==> src/hdl/adc_clock_cfg_map.svh <==
// offsets, field positions, reset values and counts of the clock config block
`ifndef ADC_CLOCK_CFG_MAP_SVH
`define ADC_CLOCK_CFG_MAP_SVH

// register addresses
`define CLOCK_SOURCE_DIVIDER_CFG_ADDR 8'h0D
`define MODULATOR_CLOCK_OVERSAMPLE_CFG_ADDR 8'h0E
`define CLOCK_STATUS_ADDR 8'h20

// reset values
`define CLOCK_SOURCE_DIVIDER_CFG_RESET 8'h08
`define MODULATOR_CLOCK_OVERSAMPLE_CFG_RESET 8'h86

// field reset codes, matching the two register reset values
`define SRC_SEL_RESET 1'h0
`define SRC_DIV_RESET 3'h4
`define MOD_DIV_RESET 3'h4
`define OVERSAMPLE_RESET 4'h6

// first register fields
`define SRC_SEL_BIT 7
`define SRC_DIV_MSB 3
`define SRC_DIV_LSB 1

// second register fields
`define MOD_DIV_MSB 7
`define MOD_DIV_LSB 5
`define OVERSAMPLE_MSB 3
`define OVERSAMPLE_LSB 0

// divide ratios
`define RATIO_WIDTH 13
`define DIV_RATIO_ONE 13'h0001
`define STAGE_COUNT 3

`endif

==> src/hdl/adc_clock_cfg_pkg.sv <==
// types and ratio lookups of the clock config block
package adc_clock_cfg_pkg;

    typedef logic [2:0] div_code_t;
    typedef logic [3:0] oversample_code_t;
    typedef logic [12:0] ratio_t;

    // pin divider ratio: twice the code, code zero passes straight through
    function automatic ratio_t div_ratio(input div_code_t code);
        ratio_t r;
        r = 13'h0001;
        if (code != 3'h0) begin
            r = {9'h000, code, 1'b0};
        end
        return r;
    endfunction : div_ratio

    // oversampling ratio, code 0 is the largest, code 15 the smallest
    function automatic ratio_t oversample_table(input oversample_code_t code);
        ratio_t r;
        r = 13'h0020;
        case (code)
            4'h0: r = 13'h1000;
            4'h1: r = 13'h0800;
            4'h2: r = 13'h0400;
            4'h3: r = 13'h0320;
            4'h4: r = 13'h0300;
            4'h5: r = 13'h0200;
            4'h6: r = 13'h0190;
            4'h7: r = 13'h0180;
            4'h8: r = 13'h0100;
            4'h9: r = 13'h00C8;
            4'hA: r = 13'h00C0;
            4'hB: r = 13'h0080;
            4'hC: r = 13'h0060;
            4'hD: r = 13'h0040;
            4'hE: r = 13'h0030;
            default: r = 13'h0020;
        endcase
        return r;
    endfunction : oversample_table

endpackage : adc_clock_cfg_pkg

==> src/hdl/clock_event_divider.sv <==
// divides a stream of one-cycle events by a programmable ratio
`include "adc_clock_cfg_map.svh"
module clock_event_divider
    import adc_clock_cfg_pkg::*;
(
    // clock and reset
    input wire logic i_clk,
    input wire logic i_rstn,
    // incoming events and ratio
    input wire logic i_tick,
    input wire ratio_t i_ratio,
    // divided event, one cycle
    output logic o_tick
);

    ratio_t count; // events seen in the current period

    // count events; a ratio shrunk below the count wraps on the next event
    always_ff @(posedge i_clk or negedge i_rstn) begin
        if (!i_rstn) begin
            count <= 13'h0000;
        end else if (i_tick) begin
            if (count + 13'h0001 >= i_ratio) begin
                count <= 13'h0000;
            end else begin
                count <= count + 13'h0001;
            end
        end
    end

    // output pulse registered, one cycle after the closing event
    always_ff @(posedge i_clk or negedge i_rstn) begin
        if (!i_rstn) begin
            o_tick <= 1'b0;
        end else begin
            o_tick <= i_tick && (count + 13'h0001 >= i_ratio);
        end
    end

endmodule : clock_event_divider

==> src/hdl/adc_clock_config_regs.sv <==
// clock source, divider and oversampling registers with their clock chain
// how the clock chain works
// a rising edge on the chosen pin is one source event; three event
// dividers follow: the source divider, the modulator divider and the
// oversampling stage, each firing once per ratio events of the one before
// divider fields: ratio is twice the code, code zero passes every event
// oversampling field picks one of sixteen ratios, 4096 down to 32
// the internal clock output toggles per source divider event, so its
// period is twice that divider's event spacing
// the pins are plain levels on i_clk: a pin must sit high for a cycle
// and low for a cycle before its next edge counts, so the fastest
// usable source is half of i_clk
// each stage adds a register, so outputs trail the pin edge by a few
// cycles; only rates are promised, not phase
// a ratio write takes effect at once and never restarts a stage, so a
// period in progress may close early when a ratio shrinks
// reserved bits are dropped on write; software must write zeros there
// no interrupt of its own; software polls the status count
`include "adc_clock_cfg_map.svh"
module adc_clock_config_regs
    import adc_clock_cfg_pkg::*;
(
    // clock and reset
    input wire logic i_clk,
    input wire logic i_rstn,
    // register port
    input wire logic [7:0] i_addr,
    input wire logic [7:0] i_wdata,
    input wire logic i_wr,
    input wire logic i_rd,
    output logic [7:0] o_rdata,
    // clock pins, levels sampled on i_clk
    input wire logic i_crystal_in_ext_clock_pin,
    input wire logic i_serial_clock_pin,
    // derived clocks and events
    output logic o_conv_clock_source_sel,
    output logic o_internal_conv_clock,
    output logic o_modulator_tick,
    output logic o_data_ready
);

    // configuration fields
    logic conv_clock_source_sel; // 0 crystal pin, 1 serial clock pin
    div_code_t source_divider; // divides the chosen source
    div_code_t modulator_clock_divider; // internal clock to modulator
    oversample_code_t oversample_ratio_code; // oversampling ratio code

    // pin edge detection
    logic crystal_last; // previous crystal pin level
    logic serial_last; // previous serial clock pin level
    logic source_edge; // rising edge on the chosen pin

    // divider chain; stage_tick[0] is the pin edge
    // and stage_tick[s+1] leaves stage s
    logic [`STAGE_COUNT:0] stage_tick; // event stream into each stage
    ratio_t stage_ratio [`STAGE_COUNT]; // ratio of each stage
    logic [7:0] data_count; // completed conversions, wraps

    // register writes; reserved bits are not stored and read as zero
    // a stray one in a reserved place is simply dropped
    // only bit 7 and bits 3:1 are kept
    always_ff @(posedge i_clk or negedge i_rstn) begin
        if (!i_rstn) begin
            conv_clock_source_sel <= `SRC_SEL_RESET;
            source_divider <= `SRC_DIV_RESET;
        end else if (i_wr && i_addr == `CLOCK_SOURCE_DIVIDER_CFG_ADDR) begin
            conv_clock_source_sel <= i_wdata[`SRC_SEL_BIT];
            source_divider <=
                i_wdata[`SRC_DIV_MSB:`SRC_DIV_LSB];
        end
    end

    // second register write
    // new codes reach the chain in the cycle after the strobe
    always_ff @(posedge i_clk or negedge i_rstn) begin
        if (!i_rstn) begin
            modulator_clock_divider <= `MOD_DIV_RESET;
            oversample_ratio_code <= `OVERSAMPLE_RESET;
        end else if (i_wr &&
                     i_addr == `MODULATOR_CLOCK_OVERSAMPLE_CFG_ADDR) begin
            modulator_clock_divider <=
                i_wdata[`MOD_DIV_MSB:`MOD_DIV_LSB];
            oversample_ratio_code <=
                i_wdata[`OVERSAMPLE_MSB:`OVERSAMPLE_LSB];
        end
    end

    // read data one cycle after the strobe, zero elsewhere
    // strobes never overlap, so a write and a read never collide here
    always_ff @(posedge i_clk or negedge i_rstn) begin
        if (!i_rstn) begin
            o_rdata <= 8'h00;
        end else if (i_rd) begin
            case (i_addr)
                `CLOCK_SOURCE_DIVIDER_CFG_ADDR: begin
                    // reserved bits 6:4 and 0 read back zero, not stored
                    o_rdata <= {conv_clock_source_sel, 3'h0,
                                source_divider, 1'b0};
                end
                `MODULATOR_CLOCK_OVERSAMPLE_CFG_ADDR: begin
                    o_rdata <= {modulator_clock_divider, 1'b0,
                                oversample_ratio_code};
                end
                // status: a free running count of finished conversions
                `CLOCK_STATUS_ADDR: begin
                    o_rdata <= data_count; // block state
                end
                // unmapped addresses answer zero instead of stale data
                default: begin
                    o_rdata <= 8'h00; // unmapped
                end
            endcase
        end else begin
            o_rdata <= 8'h00; // data stand for one cycle only
        end
    end

    // sample both pins; inputs already share i_clk
    // both history bits reset low like an idle pin, so no false edge
    // shows up right after reset
    always_ff @(posedge i_clk or negedge i_rstn) begin
        if (!i_rstn) begin
            crystal_last <= 1'b0;
            serial_last <= 1'b0;
        end else begin
            crystal_last <= i_crystal_in_ext_clock_pin;
            serial_last <= i_serial_clock_pin;
        end
    end

    // rising edge of whichever pin is selected
    // the other pin is ignored altogether
    always_comb begin
        if (conv_clock_source_sel) begin
            source_edge = i_serial_clock_pin && !serial_last;
        end else begin
            source_edge = i_crystal_in_ext_clock_pin && !crystal_last;
        end
    end

    // stage ratios: source divider, modulator divider, oversampling
    // the lookups are small tables, cheap beside the 13 bit counters
    always_comb begin
        stage_ratio[0] = div_ratio(source_divider);
        stage_ratio[1] = div_ratio(modulator_clock_divider);
        stage_ratio[2] = oversample_table(oversample_ratio_code);
    end

    assign stage_tick[0] = source_edge;

    // chain of three dividers, each fed by the previous one's event
    // a ratio change takes effect without restarting later stages
    // stage 0 counts pin edges, stage 1 internal clock events and
    // stage 2 modulator events
    generate
        for (genvar s = 0; s < `STAGE_COUNT; s++) begin : g_stage
            clock_event_divider u_div (
                .i_clk (i_clk),
                .i_rstn (i_rstn),
                .i_tick (stage_tick[s]),
                .i_ratio (stage_ratio[s]),
                .o_tick (stage_tick[s+1])
            );
        end
    endgenerate

    // internal clock toggles per first-stage event, half its event rate
    // a level rather than a pulse, so it can be probed as a clock
    // it is a divided event train, not a clean clock for other logic
    always_ff @(posedge i_clk or negedge i_rstn) begin
        if (!i_rstn) begin
            o_internal_conv_clock <= 1'b0;
        end else if (stage_tick[1]) begin
            o_internal_conv_clock <= !o_internal_conv_clock;
        end
    end

    // modulator and data events, registered once more for the outputs
    // the extra register keeps every output straight off a flip-flop
    // both pulses last exactly one cycle
    always_ff @(posedge i_clk or negedge i_rstn) begin
        if (!i_rstn) begin
            o_modulator_tick <= 1'b0;
            o_data_ready <= 1'b0;
        end else begin
            o_modulator_tick <= stage_tick[2];
            o_data_ready <= stage_tick[3];
        end
    end

    // mirror of the source select for the pin multiplexer
    // the copy lags the stored bit by one cycle
    always_ff @(posedge i_clk or negedge i_rstn) begin
        if (!i_rstn) begin
            o_conv_clock_source_sel <= 1'b0;
        end else begin
            o_conv_clock_source_sel <= conv_clock_source_sel;
        end
    end

    // conversion counter seen by software
    // wraps at 255; software takes the difference of two reads
    always_ff @(posedge i_clk or negedge i_rstn) begin
        if (!i_rstn) begin
            data_count <= 8'h00;
        end else if (stage_tick[3]) begin
            data_count <= data_count + 8'h01;
        end
    end

endmodule : adc_clock_config_regs

==> config.mk <==
export PLATFORM = sky130hd
export DESIGN_NAME = adc_clock_config_regs
export DESIGN_NICKNAME = d
export VERILOG_FILES = /design/src/hdl/adc_clock_cfg_pkg.sv /design/src/hdl/clock_event_divider.sv /design/src/hdl/adc_clock_config_regs.sv
export VERILOG_INCLUDE_DIRS = /design/src /design/src/hdl
export SDC_FILE = /design/constraint.sdc
export NUM_CORES = 1
export LEC_CHECK = 0
export ABC_AREA = 0
export BUFFER_PORTS_ARGS = -buffer_cell sky130_fd_sc_hd__buf_2
export CAP_MARGIN = 20
export CELL_PAD_IN_SITES_DETAIL_PLACEMENT = 0
export CELL_PAD_IN_SITES_GLOBAL_PLACEMENT = 2
export CORE_MARGIN = 5
export CORE_UTILIZATION = 40
export DETAILED_ROUTE_END_ITERATION = 8
export PLACE_DENSITY_LB_ADDON = 0.1
export SLEW_MARGIN = 20
export SYNTH_ARGS = -nofsm -noshare
export SYNTH_HDL_FRONTEND = slang
export SYNTH_SLANG_ARGS = --single-unit
==> constraint.sdc <==
create_clock -name i_clk -period 4.6 [get_ports i_clk]
set_clock_uncertainty 0.1 [all_clocks]
set_input_delay 0.46 -clock i_clk [delete_from_list [all_inputs] [get_ports i_clk]]
set_output_delay 0.46 -clock i_clk [all_outputs]
set_load 0.005 [all_outputs]
==> results.sh <==
export IMPL_grt_max_degree=76
export IMPL_timing_slew_headroom_pct=52.6
export IMPL_wl_per_cell_um=15.6
export IMPL_reg2reg_slack_ps=1000
export IMPL_failed_checks="hold timing"
export IMPL_place_gp_congestion=0.763
export IMPL_vias=2971
export IMPL_layout_drive_gt1_share_pct=18.0
export IMPL_antenna_found_initial=0
export IMPL_htreeDepth=3
export IMPL_period_needed_ps=3600
export IMPL_crit_reg2reg_launch="g_stage[2].u_div.count[0]"
export IMPL_grtUsageTotal_pct=14.8
export IMPL_core_area_um2=9860
export IMPL_dp_hpwl_um=6150
export IMPL_ant_nets=0
export IMPL_synth_avg_cell_area_um2=10.5
export IMPL_yosysUniqueCellTypes=58
export IMPL_cts_setup_buffers=0
export IMPL_cts_buffers=9
export IMPL_seq_area_frac_synth_pct=46.1
export IMPL_wl_um=8760
export IMPL_cts_tree="built"
export IMPL_synth_most_common_cell="dfrtp_1"
export IMPL_fin_tns_setup_ps=0
export IMPL_max_freq_ghz=0.278
export IMPL_num_antenna_cells=0
export IMPL_critPathLaunch="g_stage[2].u_div.count[0]"
export IMPL_grt_pass1_vias=3031
export IMPL_synth_edf_count=0
export IMPL_worst_slew_pin_slew_ps=711
export IMPL_grt_pass1_wl_um=15000
export IMPL_syn_to_final_growth_pct=12.7
export IMPL_grt_overflow=0
export IMPL_rows=36
export IMPL_ys_warn_count=0
export IMPL_cp_slowest_cell="a21oi_1"
export IMPL_initial_core_util_pct=41.4
export IMPL_synthCells=389
export IMPL_async_flop_share_pct=100
export IMPL_ios=34
export IMPL_status="finished with violations"
export IMPL_fin_cells=561
export IMPL_dp_cells=545
export IMPL_synth_area_leaders="dfrtp_1, ha_1, xnor2_1"
export IMPL_synth_main_ff_cell="dfrtp_1"
export IMPL_path_clk_slew_ps=90
export IMPL_drt_drc_violations_left=0
export IMPL_clk_latency_ps=350
export IMPL_leakage_nw=2.08
export IMPL_multi_input_area_um2=2100
export IMPL_die_h_um=111
export IMPL_die_w_um=111
export IMPL_synth_top_area_cell="dfrtp_1"
export IMPL_synth_fp_nets=439
export IMPL_cts_path_max_buffers=2
export IMPL_cp_end_kind="flip-flop"
export IMPL_synth_top_cell_area_share_pct=43.5
export IMPL_clock_sinks=75
export IMPL_critPathKind="reg -> reg"
export IMPL_startpoint_type="flip-flop"
export IMPL_ir_drop_mv=0.159
export IMPL_slew_violations=0
export IMPL_finalCritPeriodShare_pct=78.2
export IMPL_cts_resized=0
export IMPL_hold_violations=2
export IMPL_grt_setup_unrepaired="no"
export IMPL_cts_hold_buf=0
export IMPL_worstPathArrival_ps=3760
export IMPL_drtPass1Iterations=4
export IMPL_p_per_area_nw_per_um2=399
export IMPL_netlist_area_um2=4080
export IMPL_crit_path_cell_trace="ha_1 > nand3_1 > nor3_2 > nand3_1 > xnor2_1 > ha_1 > a21o_1 > a21o_1 > a21oi_1 > nand2_1 > o221ai_1"
export IMPL_final_nets=473
export IMPL_hold_class="in -> async"
export IMPL_cts_root_buf="clkbuf_8"
export IMPL_ff_latch_area_um2=1880
export IMPL_critPathRequiredTime_ps=4770
export IMPL_portBuffers=32
export IMPL_cp_max_fo=8
export IMPL_cap_violations=0
export IMPL_synthTopCellsByCount="dfrtp_1, nand2_1, ha_1"
export IMPL_drtIter0Drc=116
export IMPL_nFillCells=937
export IMPL_fin_hold_ws_ps=-7.35
export IMPL_die_area_um2=12300
export IMPL_max_stage_delay_ps=520
export IMPL_setup_viol=0
export IMPL_ys_ff_latch=75
export IMPL_vias_per_cell=5.30
## flip-flops by register name, summed over array words and instances, names as in the netlist
name,cells
o_rdata,8
o_modulator_tick,1
source_divider,3
o_conv_clock_source_sel,1
o_internal_conv_clock,1
conv_clock_source_sel,1
modulator_clock_divider,3
o_data_ready,1
g_stage.u_div.o_tick,3
crystal_last,1
data_count,8
serial_last,1
g_stage.u_div.count,39
oversample_ratio_code,4
## where the power goes
group          switching (W)  leakage (nW)  total, W  internal [W]
Sequential          0.000117         0.996  0.000847      0.000730
Combinational       0.000217         0.976  0.000408      0.000191
Clock               0.000262         0.108  0.000582      0.000320
## layout by cell type, fill, tap and decap left out, drive strengths merged, types with 3 or more instances in the layout
cell type / synthesis / routed
ha: 28 / 28
o21ai: 6 / 6
dfstp: 4 / 4
xor2: 10 / 10
o2bb2ai: 9 / 9
dfrtp: 71 / 71
a31oi: 4 / 4
or3: 5 / 5
inv: 17 / 17
a21o: 6 / 6
a22oi: 4 / 4
and3: 6 / 6
xnor2: 18 / 18
clkbuf: 6 / 10
nor2: 20 / 20
nand4: 10 / 10
nor4: 6 / 6
mux2: 14 / 14
nor3: 9 / 9
nand3: 20 / 20
o31ai: 3 / 3
a21oi: 6 / 6
and2: 11 / 11
nand2b: 3 / 3
a222oi: 4 / 4
nor3b: 4 / 4
buf: 3 / 32
nand2: 42 / 42
nor2b: 13 / 13
o211ai: 6 / 6
## kinds of logic (layout without fill, tap and decap cells)
family | after synthesis | after routing | synth area share, %
AND/OR/NAND/NOR | 154 | 154 | 20.4
multiplexers | 16 | 16 | 4.35
flip-flops | 75 | 75 | 46.1
adder cells (fa/ha/maj) | 28 | 28 | 8.58
XOR/XNOR | 28 | 28 | 6.01
AO/OA/AOI/OAI | 62 | 62 | 12.0
buffers and inverters | 26 | 65 | 2.54
## through the flow
step	setup slack, ps	cell area [um2]	power, W	util [%]
4_1_cts	951	4600	0.00185	46.6
5_1_grt	750	4600	0.00196	46.7
6_report	1000	4600	0.00184	46.7
3_3_place_gp	1010	4370	0.00126	44.3
2_1_floorplan	1750	4080	0.00115	-
3_5_place_dp	953	4370	0.00127	44.3
## routing by layer
layer	GRT usage (%)	routed length [um]	up-vias
met5	0	0	-
met1	19.6	4260	1458
met2	24.5	4120	41
li1	-	-	1464
met4	4.38	110	0
met3	2.95	270	8
## worst max-delay path: cells and delay by family (launching register included)
kind / cells / cell delay, ps
simple gates: 4 / 1110
flops: 1 / 430
fa+ha+maj: 2 / 540
xor+xnor: 1 / 250
compound gates: 4 / 1110
## worst paths after layout
| path | to | cells after the start |
|---|---|---|
| max | g_stage[2].u_div.count[8] | 11 |
| min | g_stage[1].u_div.count[8] | 1 |
| max reg2reg | g_stage[2].u_div.count[8] | 11 |
| min reg2reg | o_internal_conv_clock | 1 |
| max in group asynchronous | g_stage[0].u_div.count[8] | 1 |
| min in group i_clk | crystal_last | 1 |
## area by class of cell
class                      instances  area share (%)
sequential                        75            40.9
clock inverter                     6            1.93
timing repair buffer              32            3.62
multi-input combinational        288            45.6
inverter                          17            1.39
tap                              133            3.62
clock buffer                      10            2.99
(Power assumes the default switching activity.)
